===== config.mk =====
export PLATFORM = sky130hd
export DESIGN_NAME = temp_limit_alarm_status
export DESIGN_NICKNAME = d
export VERILOG_FILES = /design/src/inc/temp_limit_pkg.sv /design/src/logic/temp_limit_alarm_status.sv
export VERILOG_INCLUDE_DIRS = /design/src /design/src/inc
export SDC_FILE = /design/constraint.sdc
export NUM_CORES = 1
export LEC_CHECK = 0
export BUFFER_PORTS_ARGS = -buffer_cell sky130_fd_sc_hd__buf_2
export CORE_MARGIN = 2
export CORE_UTILIZATION = 41
export DETAILED_ROUTE_END_ITERATION = 10
export GPL_ROUTABILITY_DRIVEN = 0
export PLACE_DENSITY = 0.57
export SYNTH_ARGS = -nofsm -noshare
export SYNTH_HDL_FRONTEND = slang
export SYNTH_SLANG_ARGS = --single-unit

===== constraint.sdc =====
create_clock -name clk_i -period 14.49 [get_ports clk_i]
set_input_delay 1.449 -clock clk_i [delete_from_list [all_inputs] [get_ports clk_i]]
set_output_delay 1.449 -clock clk_i [all_outputs]
set_load 0.05 [all_outputs]

===== src/inc/temp_limit_map.svh =====
`ifndef TEMP_LIMIT_MAP_SVH
`define TEMP_LIMIT_MAP_SVH
// register addresses
`define ADDR_LOCAL_VAL 8'h00
`define ADDR_REMOTE_VAL_HI 8'h01
`define ADDR_STATUS 8'h02
`define ADDR_CFG_RD 8'h03
`define ADDR_CFG_WR 8'h09
`define ADDR_LOCAL_HIGH_FLAG_RD 8'h05
`define ADDR_LOCAL_HIGH_FLAG_WR 8'h0B
`define ADDR_LOCAL_LOW_FLAG_RD 8'h06
`define ADDR_LOCAL_LOW_FLAG_WR 8'h0C
`define ADDR_REMOTE_HIGH_FLAG_HI_RD 8'h07
`define ADDR_REMOTE_HIGH_FLAG_HI_WR 8'h0D
`define ADDR_REMOTE_LOW_FLAG_HI_RD 8'h08
`define ADDR_REMOTE_LOW_FLAG_HI_WR 8'h0E
`define ADDR_ONE_SHOT 8'h0F
`define ADDR_REMOTE_VAL_LO 8'h10
`define ADDR_OFS_HI 8'h11
`define ADDR_OFS_LO 8'h12
`define ADDR_REMOTE_HIGH_FLAG_LO 8'h13
`define ADDR_REMOTE_LOW_FLAG_LO 8'h14
`define ADDR_RTHERM 8'h19
`define ADDR_LTHERM 8'h20
`define ADDR_HYST 8'h21
// reset values
`define RST_ZERO 8'h00
`define RST_HIGH_LIMIT 8'h55
`define RST_OVERTEMP_OUT_N_LIMIT 8'h55
`define RST_HYST 8'h0A
// configuration fields
`define CFG_MASK_BIT 7
`define CFG_STANDBY_BIT 6
`define CFG_ROLE_BIT 5
`define CFG_RANGE_BIT 2
`define CFG_USED 8'hE4
// status fields
`define STS_BUSY 7
`define STS_LOCAL_HIGH_FLAG 6
`define STS_LOCAL_LOW_FLAG 5
`define STS_REMOTE_HIGH_FLAG 4
`define STS_REMOTE_LOW_FLAG 3
`define STS_OPEN 2
`define STS_RTRIP 1
`define STS_LTRIP 0
// quarter-degree fraction lives in the top two bits
`define FRAC_MASK 8'hC0
`define REMOTE_MAX_BIN 12'h1FF
`define REMOTE_MAX_EXT 12'h3FF
`endif


===== src/inc/temp_limit_pkg.sv =====
package temp_limit_pkg;
   typedef struct packed {
      logic wr;
      logic rd;
      logic [7:0] addr;
      logic [7:0] wdata;
   } reg_req_s;
   typedef struct packed {
      logic valid;
      logic [7:0] temp;
   } local_sample_s;
   typedef struct packed {
      logic valid;
      logic open;
      logic [9:0] temp;
   } remote_sample_s;
   typedef enum logic [1:0] {
      ALM_IDLE = 2'b01,
      ALM_SET = 2'b10
   } alarm_state_e;
endpackage


===== src/logic/temp_limit_alarm_status.sv =====
`timescale 1ns/1ps
`include "temp_limit_map.svh"
// Function
// - high is strictly greater, low is less-or-equal
// - either over-temperature trip drives overtemp pin low
// - second role: high-limit excess drives pin low
// - one hysteresis, default ten degrees, writable
// - limits stored raw, never converted on rescale
// - status bit 7 shows conversion busy
// - status bits 6..2 hold limit/open flags
// - any sticky flag sets alarm latch; pin low in alarm role unless masked
// - flags sticky; read clears only resolved ones
// - alert-response read clears latch when all clear
// - bits 1,0 trips drive pin, self-clear
// - release only at limit minus hysteresis
// - second role uses high flags only, hysteresis
// - offset ten-bit signed, integer plus quarters
// - offset added to remote, resets to zero
// - one-shot write in standby starts conversion
// - limits and hysteresis readable and writable
// - config bit 5 selects shared pin role
// - config bit 7 masks alarm in alarm role
module temp_limit_alarm_status (
   input wire logic clk_i,
   input wire logic arst_n_i,
   input wire temp_limit_pkg::reg_req_s req_i,
   input wire logic alert_response_i,
   input wire temp_limit_pkg::local_sample_s local_i,
   input wire temp_limit_pkg::remote_sample_s remote_i,
   input wire logic adc_busy_i,
   output logic [7:0] reg_rdata_o,
   output logic convert_start_o,
   output logic standby_o,
   output logic range_ext_o,
   output logic overtemp_out_n_o,
   output logic overtemp_oe_o,
   output logic shared_pin_out_n_o,
   output logic shared_pin_oe_o
);
   import temp_limit_pkg::*;

   logic [7:0] cfg;
   logic [7:0] lim_local_high_flag;
   logic [7:0] lim_local_low_flag;
   logic [7:0] lim_remote_high_flag_hi;
   logic [7:0] lim_remote_high_flag_lo;
   logic [7:0] lim_remote_low_flag_hi;
   logic [7:0] lim_remote_low_flag_lo;
   logic [7:0] lim_rtherm;
   logic [7:0] lim_ltherm;
   logic [7:0] hyst;
   logic [7:0] ofs_hi;
   logic [7:0] ofs_lo;
   logic [7:0] local_val;
   logic [7:0] remote_val_hi;
   logic [7:0] remote_val_lo;
   logic local_high_cond;
   logic local_low_cond;
   logic remote_high_cond;
   logic remote_low_cond;
   logic open_cond;
   logic local_high_flag;
   logic local_low_flag;
   logic remote_high_flag;
   logic remote_low_flag;
   logic open_flag;
   logic [3:0] trip;
   logic [3:0] trip_upd;
   logic [9:0] trip_val [4];
   logic [9:0] trip_lim [4];
   alarm_state_e alarm_state;
   alarm_state_e next_alarm_state;
   logic [7:0] next_rdata;
   logic [9:0] remote_adj;
   logic [9:0] remote_lim_high;
   logic [9:0] remote_lim_low;
   logic status_rd;
   logic any_flag;
   logic any_cond;
   logic shot_req;

   // true while the trip must hold: above limit, or already tripped and above limit minus hysteresis
   function automatic logic trip_next(input logic cur, input logic [9:0] val,
                                      input logic [9:0] lim, input logic [7:0] hy);
      logic signed [11:0] rel;
      rel = $signed({2'b00, lim}) - $signed({2'b00, hy, 2'b00});
      trip_next = (val > lim) || (cur && ($signed({2'b00, val}) > rel));
   endfunction

   function automatic logic wr_hit(input reg_req_s r, input logic [7:0] a);
      wr_hit = r.wr && (r.addr == a);
   endfunction

   assign status_rd = req_i.rd && (req_i.addr == `ADDR_STATUS);
   // one-shot outside standby is dropped, written data never stored
   assign shot_req = wr_hit(req_i, `ADDR_ONE_SHOT) && cfg[`CFG_STANDBY_BIT];
   assign remote_lim_high = {lim_remote_high_flag_hi, lim_remote_high_flag_lo[7:6]};
   assign remote_lim_low = {lim_remote_low_flag_hi, lim_remote_low_flag_lo[7:6]};

   always_comb
   begin
      logic signed [11:0] sum;
      logic [11:0] top;
      sum = 12'sh000;
      top = cfg[`CFG_RANGE_BIT] ? `REMOTE_MAX_EXT : `REMOTE_MAX_BIN;
      sum = $signed({2'b00, remote_i.temp}) + $signed({{2{ofs_hi[7]}}, ofs_hi, ofs_lo[7:6]});
      // clamp keeps the result inside the active range rather than wrapping
      if (sum < 12'sh000)
      begin
         remote_adj = 10'h000;
      end
      else if (sum > $signed(top))
      begin
         remote_adj = top[9:0];
      end
      else
      begin
         remote_adj = sum[9:0];
      end
   end

   always_ff @(posedge clk_i or negedge arst_n_i)
   begin
      if (!arst_n_i)
      begin
         lim_local_high_flag <= `RST_HIGH_LIMIT;
         lim_local_low_flag <= `RST_ZERO;
         lim_remote_high_flag_hi <= `RST_HIGH_LIMIT;
         lim_remote_high_flag_lo <= `RST_ZERO;
         lim_remote_low_flag_hi <= `RST_ZERO;
         lim_remote_low_flag_lo <= `RST_ZERO;
         lim_rtherm <= `RST_OVERTEMP_OUT_N_LIMIT;
         lim_ltherm <= `RST_OVERTEMP_OUT_N_LIMIT;
      end
      else
      begin
         if (wr_hit(req_i, `ADDR_LOCAL_HIGH_FLAG_WR)) lim_local_high_flag <= req_i.wdata;
         if (wr_hit(req_i, `ADDR_LOCAL_LOW_FLAG_WR)) lim_local_low_flag <= req_i.wdata;
         if (wr_hit(req_i, `ADDR_REMOTE_HIGH_FLAG_HI_WR)) lim_remote_high_flag_hi <= req_i.wdata;
         if (wr_hit(req_i, `ADDR_REMOTE_HIGH_FLAG_LO)) lim_remote_high_flag_lo <= req_i.wdata & `FRAC_MASK;
         if (wr_hit(req_i, `ADDR_REMOTE_LOW_FLAG_HI_WR)) lim_remote_low_flag_hi <= req_i.wdata;
         if (wr_hit(req_i, `ADDR_REMOTE_LOW_FLAG_LO)) lim_remote_low_flag_lo <= req_i.wdata & `FRAC_MASK;
         if (wr_hit(req_i, `ADDR_RTHERM)) lim_rtherm <= req_i.wdata;
         if (wr_hit(req_i, `ADDR_LTHERM)) lim_ltherm <= req_i.wdata;
      end
   end

   always_ff @(posedge clk_i or negedge arst_n_i)
   begin
      if (!arst_n_i)
      begin
         hyst <= `RST_HYST;
         ofs_hi <= `RST_ZERO;
         ofs_lo <= `RST_ZERO;
         cfg <= `RST_ZERO;
      end
      else
      begin
         if (wr_hit(req_i, `ADDR_HYST)) hyst <= req_i.wdata;
         if (wr_hit(req_i, `ADDR_OFS_HI)) ofs_hi <= req_i.wdata;
         if (wr_hit(req_i, `ADDR_OFS_LO)) ofs_lo <= req_i.wdata & `FRAC_MASK;
         if (wr_hit(req_i, `ADDR_CFG_WR)) cfg <= req_i.wdata & `CFG_USED;
      end
   end

   always_ff @(posedge clk_i or negedge arst_n_i)
   begin
      if (!arst_n_i)
      begin
         local_val <= `RST_ZERO;
         remote_val_hi <= `RST_ZERO;
         remote_val_lo <= `RST_ZERO;
      end
      else
      begin
         if (local_i.valid) local_val <= local_i.temp;
         if (remote_i.valid)
         begin
            remote_val_hi <= remote_adj[9:2];
            remote_val_lo <= {remote_adj[1:0], 6'b000000};
         end
      end
   end

   always_ff @(posedge clk_i or negedge arst_n_i)
   begin
      if (!arst_n_i)
      begin
         local_high_cond <= 1'b0;
         local_low_cond <= 1'b0;
         remote_high_cond <= 1'b0;
         remote_low_cond <= 1'b0;
         open_cond <= 1'b0;
      end
      else
      begin
         if (local_i.valid)
         begin
            local_high_cond <= local_i.temp > lim_local_high_flag;
            local_low_cond <= local_i.temp <= lim_local_low_flag;
         end
         if (remote_i.valid)
         begin
            remote_high_cond <= remote_adj > remote_lim_high;
            remote_low_cond <= remote_adj <= remote_lim_low;
            open_cond <= remote_i.open;
         end
      end
   end

   // sticky, set beats the read clear
   always_ff @(posedge clk_i or negedge arst_n_i)
   begin
      if (!arst_n_i)
      begin
         local_high_flag <= 1'b0;
         local_low_flag <= 1'b0;
         remote_high_flag <= 1'b0;
         remote_low_flag <= 1'b0;
         open_flag <= 1'b0;
      end
      else
      begin
         local_high_flag <= local_high_cond | (local_high_flag & ~status_rd);
         local_low_flag <= local_low_cond | (local_low_flag & ~status_rd);
         remote_high_flag <= remote_high_cond | (remote_high_flag & ~status_rd);
         remote_low_flag <= remote_low_cond | (remote_low_flag & ~status_rd);
         open_flag <= open_cond | (open_flag & ~status_rd);
      end
   end

   // trip channels: 0 local over-temp, 1 remote over-temp, 2 local high, 3 remote high
   assign trip_val[0] = {local_i.temp, 2'b00};
   assign trip_val[1] = {remote_adj[9:2], 2'b00};
   assign trip_val[2] = {local_i.temp, 2'b00};
   assign trip_val[3] = remote_adj;
   assign trip_lim[0] = {lim_ltherm, 2'b00};
   assign trip_lim[1] = {lim_rtherm, 2'b00};
   assign trip_lim[2] = {lim_local_high_flag, 2'b00};
   assign trip_lim[3] = remote_lim_high;
   assign trip_upd = {remote_i.valid, local_i.valid, remote_i.valid, local_i.valid};

   generate
      for (genvar g = 0; g < 4; g++)
      begin : g_trip
         always_ff @(posedge clk_i or negedge arst_n_i)
         begin
            if (!arst_n_i)
            begin
               trip[g] <= 1'b0;
            end
            else if (trip_upd[g])
            begin
               trip[g] <= trip_next(trip[g], trip_val[g], trip_lim[g], hyst);
            end
         end
      end
   endgenerate

   assign any_flag = local_high_flag | local_low_flag | remote_high_flag | remote_low_flag | open_flag;
   assign any_cond = local_high_cond | local_low_cond | remote_high_cond | remote_low_cond | open_cond;

   always_comb
   begin
      next_alarm_state = alarm_state;
      case (alarm_state)
         ALM_IDLE:
         begin
            if (any_flag) next_alarm_state = ALM_SET;
         end
         ALM_SET:
         begin
            if (alert_response_i && !any_flag && !any_cond) next_alarm_state = ALM_IDLE;
         end
         default:
         begin
            next_alarm_state = ALM_IDLE;
         end
      endcase
   end

   always_ff @(posedge clk_i or negedge arst_n_i)
   begin
      if (!arst_n_i)
      begin
         alarm_state <= ALM_IDLE;
      end
      else
      begin
         alarm_state <= next_alarm_state;
      end
   end

   always_ff @(posedge clk_i or negedge arst_n_i)
   begin
      if (!arst_n_i)
      begin
         overtemp_out_n_o <= 1'b1;
         overtemp_oe_o <= 1'b0;
      end
      else
      begin
         overtemp_out_n_o <= ~(trip[0] | trip[1]);
         overtemp_oe_o <= trip[0] | trip[1];
      end
   end

   always_ff @(posedge clk_i or negedge arst_n_i)
   begin
      if (!arst_n_i)
      begin
         shared_pin_out_n_o <= 1'b1;
         shared_pin_oe_o <= 1'b0;
      end
      else if (cfg[`CFG_ROLE_BIT])
      begin
         shared_pin_out_n_o <= ~(trip[2] | trip[3]);
         shared_pin_oe_o <= trip[2] | trip[3];
      end
      else
      begin
         shared_pin_out_n_o <= ~((alarm_state == ALM_SET) & ~cfg[`CFG_MASK_BIT]);
         shared_pin_oe_o <= (alarm_state == ALM_SET) & ~cfg[`CFG_MASK_BIT];
      end
   end

   // one-shot only in standby, data dropped
   always_ff @(posedge clk_i or negedge arst_n_i)
   begin
      if (!arst_n_i)
      begin
         convert_start_o <= 1'b0;
         standby_o <= 1'b0;
         range_ext_o <= 1'b0;
      end
      else
      begin
         convert_start_o <= shot_req;
         standby_o <= cfg[`CFG_STANDBY_BIT];
         range_ext_o <= cfg[`CFG_RANGE_BIT];
      end
   end

   always_comb
   begin
      case (req_i.addr)
         `ADDR_LOCAL_VAL: next_rdata = local_val;
         `ADDR_REMOTE_VAL_HI: next_rdata = remote_val_hi;
         `ADDR_REMOTE_VAL_LO: next_rdata = remote_val_lo;
         `ADDR_STATUS: next_rdata = {adc_busy_i, local_high_flag, local_low_flag, remote_high_flag,
                                     remote_low_flag, open_flag, trip[1], trip[0]};
         `ADDR_CFG_RD: next_rdata = cfg;
         `ADDR_LOCAL_HIGH_FLAG_RD: next_rdata = lim_local_high_flag;
         `ADDR_LOCAL_LOW_FLAG_RD: next_rdata = lim_local_low_flag;
         `ADDR_REMOTE_HIGH_FLAG_HI_RD: next_rdata = lim_remote_high_flag_hi;
         `ADDR_REMOTE_LOW_FLAG_HI_RD: next_rdata = lim_remote_low_flag_hi;
         `ADDR_REMOTE_HIGH_FLAG_LO: next_rdata = lim_remote_high_flag_lo;
         `ADDR_REMOTE_LOW_FLAG_LO: next_rdata = lim_remote_low_flag_lo;
         `ADDR_OFS_HI: next_rdata = ofs_hi;
         `ADDR_OFS_LO: next_rdata = ofs_lo;
         `ADDR_RTHERM: next_rdata = lim_rtherm;
         `ADDR_LTHERM: next_rdata = lim_ltherm;
         `ADDR_HYST: next_rdata = hyst;
         default: next_rdata = `RST_ZERO;
      endcase
   end

   always_ff @(posedge clk_i or negedge arst_n_i)
   begin
      if (!arst_n_i)
      begin
         reg_rdata_o <= `RST_ZERO;
      end
      else if (req_i.rd)
      begin
         reg_rdata_o <= next_rdata;
      end
   end
endmodule // temp_limit_alarm_status


==> impl_results.md, run 1 <==
- DR WL met2: 13.2 mm
- Worst reg-to-reg setup slack: around 9 ns
- Initial Util: a little over two fifths
- Post-Route M1 WL: about 13 mm
- Drt wl/cell: ~22 µm
- Min-delay worst type: flop to flop
- Via Count: roughly 7600
- Worst-margin pin slew: around 0.95 ns
- Die Area: ~0.024 mm²
- Grt total ovfl: 0
- Cells after synthesis: 970
- Layout Cells excl Fill: between 1000 and 1500
- Die height: ~150 µm
- DRT Pass-1 Iters: 5
- Core footprint: about 0.022 mm²
- Critical Path AT: approximately 6.4 ns
- H-tree Lvls: 4
- Unrepaired setup endpoints after global routing: false
- Worst hold start: cfg[6]$_DFFE_PN0P_
- Clk_lat worst skew: around 0.42 ns
- Worst flop-to-flop path endpoint: remote_low_cond$_DFFE_PN0P_
- Vias in the first global route: approximately 7400
- Count of cell types in the netlist: 73
- Crit end category: flop
- Peak supply drop: 0.0000701 V
- Num CTS Buffers: 17
- Number of diodes: 0
- GRT Total Usage: 24.5%
- Fraction of registers with async set/reset: between 90% and 100%
- Worst-case clock skew: approximately 0.0069 ns
- Sw Pwr: slightly above 0.4 mW
- Initial antenna violation count: 1
- Post-synth EDFFs: 0
- Nets: between 1000 and 1500
- Post-DP HPWL: roughly 22 mm
- Setup TNS: 0 ns
- First DRT Iteration DRCs: around 500
- Worst Hold Slack: ~0.45 ns
- Hold path endpoint: standby_o$_DFF_PN0_
- CTS Hold Bufs: 0
- Relative slew slack: ~36%
- Antenna viol nets, final: 0
- Max clock buf depth: 2
- Min Clock Period, post-route: between 6 and 7 ns
- First-pass GRT wire length: roughly 44 mm
- Final Max Tran Viols: 0
- MaxCap Viol Count: 0
- Syn Nets: around 1100
- Clock power frac: a little under two fifths
- Int Pwr: 0.813 mW
- DR DRC count: 0
- Die outline width: approximately 150 µm
- Synth Register Bits: 123
- Highest metal used: met5
- Lkg Pwr: ~4.8 nW
- Root buf cell: clkbuf_16
- Setup-failing EPs final: 0
- DR vias/cell: between 5 and 6
- Register area share after synthesis: between 30% and 40%
- F_max: ~160 MHz
- Combinational power share: between 20 and 30%
- Final period util: 42.0%
- Crit-path max FO: 10
- Hold depth: 0
- Layout cells sized above 1: between 10% and 20%
- Met3 Wirelength: ~1.3 mm
- Status: completed
- Power per cell area: between 100 and 150 mW/mm²
- Ys Warns: 0
- Post-cts resize count: 0
- Crit path kind: primary input to flop
- FP Rows: 54
- Synth Flop Type: dfrtp_1
- Critical Path Source Type: primary input
- RR Startpoint: ofs_hi[4]$_DFFE_PN0P_
- Routed WL: approximately 28 mm
- Sink Count: 123
- Sw Share: between 30% and 40%
- Mapped Area: between 0.009 and 0.01 mm²
- I/O Pins: a little under 60
- Area grow syn2layout: 13.0%
- Worst r2r path cells: 22
- Final hold vios: 0
- Clock transition at the registers of the reported paths: around 0.06 ns
- Mean Syn Cell Area: around 9.5 µm²
- CP required: ~15 ns
- Cell count after placement: approximately 1300
- CTS tree: yes
- Largest net degree at the start of global routing: between 70 and 80
- Port bufs: 57
- Flop pwr share: 33.9%
- Post-CTS setup buffer count: 0
-- cell usage in the layout (no fill, tap or decap), types with 4 or more instances in the layout --
| cell | Yosys | routed |
|---|---|---|
| ha_1 | 117 | 117 |
| dfrtp_1 | 102 | 102 |
| inv_1 | 96 | 96 |
| mux2_2 | 70 | 70 |
| nand2_1 | 67 | 67 |
| a21oi_1 | 63 | 63 |
| nor2_1 | 59 | 59 |
| buf_2 | 3 | 56 |
| o21ai_0 | 52 | 52 |
| a21o_1 | 33 | 33 |
| nand3_1 | 24 | 24 |
| xnor2_1 | 24 | 24 |
| dfstp_2 | 21 | 21 |
| nand2b_1 | 18 | 18 |
| o21a_1 | 18 | 18 |
| clkbuf_16 | 0 | 17 |
| a22oi_1 | 16 | 16 |
| nand4_1 | 14 | 14 |
| nor2b_1 | 11 | 11 |
| xor2_1 | 11 | 11 |
| nor3_1 | 10 | 10 |
| o21bai_1 | 9 | 9 |
| a222oi_1 | 8 | 8 |
| nor4_1 | 7 | 7 |
| a221oi_1 | 7 | 7 |
| a31oi_1 | 6 | 6 |
| o21ai_1 | 5 | 5 |
| a22o_1 | 5 | 5 |
| fa_1 | 5 | 5 |
| clkinv_4 | 0 | 5 |
| and3_1 | 4 | 4 |
| a211oi_1 | 4 | 4 |
| buf_4 | 2 | 4 |
-- state kept, by name, indices dropped and copies added, names as in the netlist, 4 cells and up --
signal and count:
hyst 8, reg_rdata_o 8, remote_val_hi 8, lim_rtherm 8, cfg 4, lim_ltherm 8
lim_remote_high_flag_hi 8, lim_local_high_flag 8, lim_remote_low_flag_hi 8, local_val 8, ofs_hi 8, trip 4
lim_local_low_flag 8
-- kinds of logic (layout without fill, tap and decap cells) --
group,after synthesis,count (layout),synth area share (%)
AO/OA/AOI/OAI,259,259,19.0
multiplexers,72,72,8.81
adder cells (fa/ha/maj),126,126,17.5
XOR/XNOR,36,36,3.51
flip-flops,123,123,33.8
buffers and inverters,122,192,5.13
AND/OR/NAND/NOR,232,232,12.3
-- synthesized netlist by cell type (3+ instances only) --
master,number,area share [%]
xor2_1,11,1.0
nor4_1,7,0.48
a211o_1,3,0.29
fa_1,5,1.1
o21ai_0,52,2.8
mux2_2,70,8.6
ha_1,117,16
a211oi_2,3,0.41
nand4b_1,3,0.29
nand3_1,24,1.3
nand4_1,14,0.95
a211oi_1,4,0.33
and3_1,4,0.27
o21a_1,18,1.5
nor2b_1,11,0.75
xnor2_1,24,2.3
and2_1,3,0.20
dfstp_2,21,6.0
nand2_1,67,2.7
a222oi_1,8,0.87
a221oi_1,7,0.67
o22ai_1,3,0.20
o21bai_1,9,0.74
nand2b_1,18,1.2
buf_2,3,0.16
dfrtp_1,102,28
a22o_1,5,0.48
a21oi_1,63,3.4
o21ai_1,5,0.27
or4_1,3,0.25
a21oi_2,3,0.29
nor2_1,59,2.4
a22oi_1,16,1.3
a21o_1,33,2.7
clkbuf_1,16,0.65
a31oi_1,6,0.41
nor3_1,10,0.54
inv_1,96,3.9
-- how the worst max path moves through the flow --
stage / slack, ns / startpoint / cells after the start / endpoint
4_1_cts: 8.47 / remote_i[6] / 23 / remote_low_cond$_DFFE_PN0P_
6_report: 8.41 / remote_i[6] / 23 / remote_low_cond$_DFFE_PN0P_
2_1_floorplan: 8.58 / remote_i[6] / 23 / remote_low_cond$_DFFE_PN0P_
5_1_grt: 8.05 / remote_i[6] / 23 / trip[3]$_DFFE_PN0P_
3_5_place_dp: 8.05 / remote_i[6] / 23 / remote_low_cond$_DFFE_PN0P_
3_3_place_gp: 8.09 / remote_i[6] / 23 / remote_low_cond$_DFFE_PN0P_
-- stage by stage --
stage | utilization (%) | power, mW | worst slack (ns) | instance area [µm²]
floorplan | - | 0.670 | 8.58 | 9190
global placement | 44.6 | 0.773 | 8.09 | 9760
detailed placement | 44.6 | 0.777 | 8.05 | 9760
CTS | 47.4 | 1.23 | 8.47 | 10400
global route | 47.4 | 1.29 | 8.05 | 10400
finish | 47.4 | 1.22 | 8.41 | 10400
-- area by class of cell --
class | count | area [µm²]
sequential | 123 | 3100
inverter | 99 | 374
fill | 2108 | 11500
timing repair buffer | 61 | 322
multi-input combinational | 725 | 5610
tap | 280 | 350
clock inverter | 12 | 164
clock buffer | 20 | 457
-- metal layers --
layer,up-vias,GRT usage (%)
li1,3627,-
met1,3744,33.4
met2,211,39.7
met3,49,3.95
met4,2,8.69
met5,-,0
-- power by group through the flow --
stage	clock network, mW	logic [mW]	registers, mW
2_1_floorplan	0	0.245	0.426
3_3_place_gp	0	0.353	0.419
3_5_place_dp	0	0.357	0.419
4_1_cts	0.453	0.360	0.414
5_1_grt	0.469	0.405	0.418
6_report	0.448	0.360	0.415
-- critical path, stage by stage --
cell	delay (ns)
buf_2	0.10
ha_1	0.43
a21oi_1	0.18
o21ai_0	0.15
nor2_1	0.19
nor2b_1	0.06
o21ai_0	0.13
nand2_1	0.08
xnor2_1	0.14
ha_1	0.28
nand2_1	0.04
or4_1	0.40
nor4_1	0.28
nand4b_1	0.15
a21oi_2	0.38
nor2_1	0.07
a21oi_1	0.19
nor2_1	0.17
ha_1	0.34
and3_1	0.21
nand4_1	0.13
or4_1	0.51
a221o_1	0.30
Note: power is estimated with default switching activity, not from simulation.
==> run 2: changes to the inputs <==
--- a/config.mk
+++ b/config.mk
@@ -11,7 +11,7 @@
 export CORE_UTILIZATION = 41
 export DETAILED_ROUTE_END_ITERATION = 10
 export GPL_ROUTABILITY_DRIVEN = 0
-export PLACE_DENSITY = 0.57
+export PLACE_DENSITY = 0.59
 export SYNTH_ARGS = -nofsm -noshare
 export SYNTH_HDL_FRONTEND = slang
 export SYNTH_SLANG_ARGS = --single-unit
==> constraint.sdc (replaced) <==
create_clock -name clk_i -period 4.9 [get_ports clk_i]
set_input_delay 0.49 -clock clk_i [delete_from_list [all_inputs] [get_ports clk_i]]
set_output_delay 0.49 -clock clk_i [all_outputs]
set_load 0.05 [all_outputs]
==> run 2 against run 1 <==
  * Routed wire length up 0.41%
  * Sequential cell count unchanged
  * Non-clock buffer count up 47
  * Register-to-register slack worse by 9.0 ns
  * First-iteration DRC count up 8.9%
  * Critical endpoint unchanged
==> impl_results.md, run 2 (synthesis results as in run 1) <==
- DR DRC count: 0
- Die Area: approximately 0.024 mm²
- Sink Count: ~120
- Crit-path max cell delay: between 0.5 and 0.6 ns
- Status: completed
- I/O Pins: 58
- DR vias/cell: roughly 5.7
- Pwr Total: 3.73 mW
- Worst-case clock skew: roughly 0.0089 ns
- Final period util: between 90 and 100%
- Lkg Pwr: approximately 5 nW
- GRT Total Usage: about a quarter
- Critical Path AT: between 5 and 6 ns
- Min-delay worst type: primary input to async pin
- Most frequent cells in the layout: ha_1, dfrtp_1, inv_1, mux2_2, nand2_1
- Largest net degree at the start of global routing: between 70 and 80
- RR Startpoint: ofs_lo[7]$_DFFE_PN0P_
- Filler cell count: 2106
- H-tree Lvls: 4
- Nets: ~1200
- Peak supply drop: between 0.0002 and 0.00025 V
- CP Cell Sequence: ha_4, a211oi_2, nor3_1, nor2_1, nor2b_1, o21ai_1, nand2_1, xnor2_1, ha_1, nand2_1, or4_4, nor4_4, nand4b_1, a21oi_4, nor2_1, a21oi_2, nor2_2, ha_1, and3_1, nand4_1, or4_1, a221o_1
- Max stage delay cell, worst path: or4_1
- DRT Pass-1 Iters: 8
- Die height: roughly 150 µm
- Final hold vios: 0
- Antenna viol nets, final: 0
- CTS tree: yes
- Num CTS Buffers: 17
- Worst-margin pin slew: approximately 0.95 ns
- Layout cells sized above 1: between 20% and 30%
- Clock transition at the registers of the reported paths: roughly 0.06 ns
- Die outline width: ~150 µm
- Root buf cell: clkbuf_16
- Crit end category: flop
- Crit-path max FO: 5
- First-pass GRT wire length: between 40 and 50 mm
- Cell count after placement: 1331
- Clk_lat worst skew: between 0.4 and 0.5 ns
- Setup-failing EPs final: 0
- Port bufs: 57
- Initial antenna violation count: 1
- CP required: 5.21 ns
- Placed inst area: between 0.01 and 0.015 mm²
- Area grow syn2layout: 18.6%
- Register area: 0.00310 mm²
- Worst Hold Slack: 0.102 ns
- Critical Path Source Type: flop
- MaxCap Viol Count: 0
- Final Max Tran Viols: 0
- Number of diodes: 0
- Min Clock Period, post-route: between 4 and 5 ns
- First DRT Iteration DRCs: between 500 and 600
- Drt wl/cell: 20.9 µm
- Setup TNS: 0 ns
- Design Area, Final: 0.0109 mm²
- Layout Cells excl Fill: 1367
- Worst setup margin: between 0.015 and 0.02 ns
- Relative slew slack: between 30% and 40%
- Most common cell after layout, fill and taps aside: ha_1
- Max clock buf depth: 2
- Core footprint: 0.0219 mm²
- Post-DP HPWL: approximately 22 mm
- Vias in the first global route: about 7800
- FP Rows: 54
- Core Util, Final: ~50%
- Power per cell area: around 340 mW/mm²
- Crit path kind: flop to flop
- Area of the multi-input gates: ~0.0058 mm²
- Routed WL: ~29 mm
- Worst setup path startpoint: ofs_lo[7]$_DFFE_PN0P_
- F_max: ~200 MHz
- Via Count: 7787
- Dpl ws: -0.212 ns
- Grt total ovfl: 0
- Unrepaired setup endpoints after global routing: true
- Initial Util: 42.0%
[run 2: critical path, delay by kind of cell, from the launching register on]
family          cells  cell delay [ns]
xor+xnor            1             0.14
flops               1             0.43
simple gates       13             2.26
fa+ha+maj           3             0.89
compound gates      5             1.06
[run 2: routing by layer]
metal  global-route usage, %  part of all wire [%]  up-vias
li1                        -                     -     3725
met1                    32.7                    45     3749
met2                    39.6                    46      242
met3                    4.82                   5.6       71
met4                    10.1                   3.8        0
met5                       0                     0        -
[run 2: path summary, 6_finish.rpt]
check / endpoint / slack, ns / cells after the start
setup / recovery: remote_low_cond$_DFFE_PN0P_ / 0.02 / 22
hold / removal: reg_rdata_o[0]$_DFFE_PN0P_ / 0.10 / 1
setup reg to reg: remote_low_cond$_DFFE_PN0P_ / 0.02 / 22
hold reg to reg: standby_o$_DFF_PN0_ / 0.44 / 0
max in group asynchronous: lim_local_low_flag[0]$_DFFE_PN0P_ / 3.70 / 2
min in group clk_i: open_cond$_DFFE_PN0P_ / 0.30 / 2
[run 2: report_power, final]
part / total, mW / switching [mW] / internal [mW]
combinational: 1.17 / 0.655 / 0.511
sequential: 1.22 / 0.0854 / 1.13
clock: 1.35 / 0.496 / 0.849
total: 3.73 / 1.24 / 2.49
[run 2: cell type report]
class	instances	share of cell area [%]
Inverter	99	3.43
Clock inverter	11	1.45
Clock buffer	21	4.32
Timing Repair Buffer	108	6.26
Tap cell	280	3.21
Multi-Input combinational cell	725	52.8
Sequential cell	123	28.5
[run 2: timing repair]
action,CTS,global route
hold buffers,0,0
setup endpoints to repair,3,4
setup buffers,2,2
gates resized for setup,5,21
pin swaps,3,11
==> run 3: changes to the inputs <==
--- a/config.mk
+++ b/config.mk
@@ -11,7 +11,8 @@
 export CORE_UTILIZATION = 41
 export DETAILED_ROUTE_END_ITERATION = 10
 export GPL_ROUTABILITY_DRIVEN = 0
-export PLACE_DENSITY = 0.59
+export PLACE_DENSITY = 0.57
 export SYNTH_ARGS = -nofsm -noshare
 export SYNTH_HDL_FRONTEND = slang
 export SYNTH_SLANG_ARGS = --single-unit
+export TNS_END_PERCENT = 30
==> constraint.sdc (replaced) <==
create_clock -name clk_i -period 6 [get_ports clk_i]
set_input_delay 0.6 -clock clk_i [delete_from_list [all_inputs] [get_ports clk_i]]
set_output_delay 0.6 -clock clk_i [all_outputs]
set_load 0.05 [all_outputs]
==> run 3 against run 2 <==
  * Cell count down 3.4%
  * Count of clock-buffer cells in the layout down 1
  * First-iteration DRC count fell by 13%
  * Clock power decreased by 23%
  * Sequential power fell by 18%
  * Critical path type unchanged
  * Worst setup slack better by 0.55 ns
  * Power is 22% lower
  * Global-route usage about the same
  * Critical path depth fell by 1
  * Combinational power fell by 26%
  * Non-clock buffer count decreased by 47
  * Cell area is 4.9% lower
==> impl_results.md, run 3 (synthesis results as in run 1) <==
- Max stage delay cell, worst path: or4_1
- Max clock buf depth: 2
- Pwr Total: 2.91 mW
- Grt total ovfl: 0
- FP Rows: between 50 and 60
- Root buf cell: clkbuf_16
- Routed WL: 28.3 mm
- Crit-path max cell delay: 0.52 ns
- Crit end category: flop
- Worst reg-to-reg setup slack: roughly 0.57 ns
- First-pass GRT wire length: between 40 and 50 mm
- Dpl ws: between 0.3 and 0.4 ns
- Peak supply drop: between 0.00015 and 0.0002 V
- Crit-path max FO: 10
- Worst r2r path cells: 21
- Layout Cells excl Fill: 1320
- Status: completed
- Lkg Pwr: between 4 and 5 nW
- Register area: roughly 0.0031 mm²
- Area grow syn2layout: 12.7%
- Relative slew slack: a little over 30%
- Worst Hold Slack: ~0.085 ns
- Setup TNS: 0 ns
- Most common cell after layout, fill and taps aside: ha_1
- Min-delay worst type: primary input to async pin
- Antenna viol nets, final: 0
- CP Cell Sequence: ha_1, a21oi_1, o21ai_0, nor2_1, nor2b_1, o21ai_0, nand2_1, xnor2_1, ha_1, nand2_1, or4_1, nor4_1, nand4b_1, a21oi_2, a21oi_1, nor2_1, ha_1, and3_1, nand4_1, or4_1, a221o_1
- CTS Hold Bufs: 0
- H-tree Lvls: 4
- CP required: around 6.3 ns
- Power per cell area: ~280 mW/mm²
- DR DRC count: 0
- Number of diodes: 0
- Worst-case clock skew: 0.0150 ns
- Area of the multi-input gates: about 0.0056 mm²
- Worst setup margin: around 0.57 ns
- Most frequent cell on the critical path: ha_1
- Initial antenna violation count: 1
- First DRT Iteration DRCs: approximately 470
- Port bufs: between 50 and 60
- DRT Pass-1 Iters: 6
- Crit path kind: flop to flop
- Critical Path AT: roughly 5.7 ns
- Via Count: 7537
- Core Util, Final: between 40 and 50%
- Final period util: 90.5%
- Clk_lat worst skew: between 0.4 and 0.5 ns
- Largest net degree at the start of global routing: 81
- Setup-failing EPs final: 0
- Cell count after placement: 1288
- Unrepaired setup endpoints after global routing: false
- DR vias/cell: around 5.7
- Critical Path Source Type: flop
- Layout cells sized above 1: between 15 and 20%
- Filler cell count: between 2000 and 2500
- Nets: approximately 1200
- Vias in the first global route: approximately 7500
- Worst-margin pin slew: approximately 1.0 ns
- Drt wl/cell: 21.5 µm
- Post-CTS setup buffer count: 0
- Post-DP HPWL: 21.9 mm
- Most frequent cells in the layout: ha_1, dfrtp_1, inv_1, mux2_2, nand2_1
- Final Max Tran Viols: 0
- Final hold vios: 0
- Design Area, Final: ~0.010 mm²
- Die Area: 0.0236 mm²
- Post-cts resize count: 0
- Clock transition at the registers of the reported paths: around 0.060 ns
- I/O Pins: slightly below 60
- Min Clock Period, post-route: between 5 and 6 ns
- Die height: between 150 and 200 µm
- GRT Total Usage: 24.6%
- F_max: between 150 and 200 MHz
- Placed inst area: just under 0.01 mm²
- MaxCap Viol Count: 0
- Sink Count: 123
- CTS tree: yes
- Initial Util: about two fifths
- Num CTS Buffers: 17
- Core footprint: about 0.022 mm²
- Die outline width: approximately 150 µm
## run 3: cell types whose count changed in the layout (fill, tap and decap cells not counted), moves of 2 or more
cell      change
clkinv_4      +2
o21ai_1       -2
a21oi_1       +3
nor4_1        +2
buf_4        -45
buf_6         -2
ha_4          -4
a21oi_4       -2
o21ai_0       +3
inv_6         -2
ha_1          +5
## run 3: final timing paths
kind | start | to
worst max-delay path | ofs_hi[4]$_DFFE_PN0P_ | remote_low_cond$_DFFE_PN0P_
worst min-delay path | arst_n_i | standby_o$_DFF_PN0_
worst max register to register | ofs_hi[4]$_DFFE_PN0P_ | remote_low_cond$_DFFE_PN0P_
worst min register to register | cfg[6]$_DFFE_PN0P_ | standby_o$_DFF_PN0_
max in group asynchronous | arst_n_i | remote_val_hi[0]$_DFFE_PN0P_
min in group clk_i | remote_i[10] | open_cond$_DFFE_PN0P_
## run 3: power by group
group	internal, mW	total (mW)	leakage (nW)	switching, mW
sequential	0.926	1.00	1.43	0.0752
clock	0.637	1.04	0.283	0.405
combinational	0.357	0.866	3.02	0.509
## run 3: worst max-delay path: cells and delay by family, from the launching register on
kind            cells  cell delay (ns)
simple gates       11             2.51
compound gates      6             1.27
fa+ha+maj           3             0.93
flops               1             0.44
xor+xnor            1             0.14
## run 3: final cells by class
class                   instances  share of cell area, %
well taps                     280                   3.38
repair buffers                 61                   3.10
flip-flops and latches        123                   30.0
inverters                      99                   3.61
multi-input cells             725                   54.2
clock buffers                  20                   4.41
clock inverters                12                   1.35
## run 3: metal layers
| metal | track usage [%] | up-vias | share of wire [%] |
|---|---|---|---|
| li1 | - | 3635 | - |
| met4 | 9.17 | 0 | 3.0 |
| met5 | 0 | - | 0 |
| met2 | 40.4 | 194 | 47 |
| met3 | 4.54 | 49 | 4.4 |
| met1 | 32.5 | 3659 | 46 |
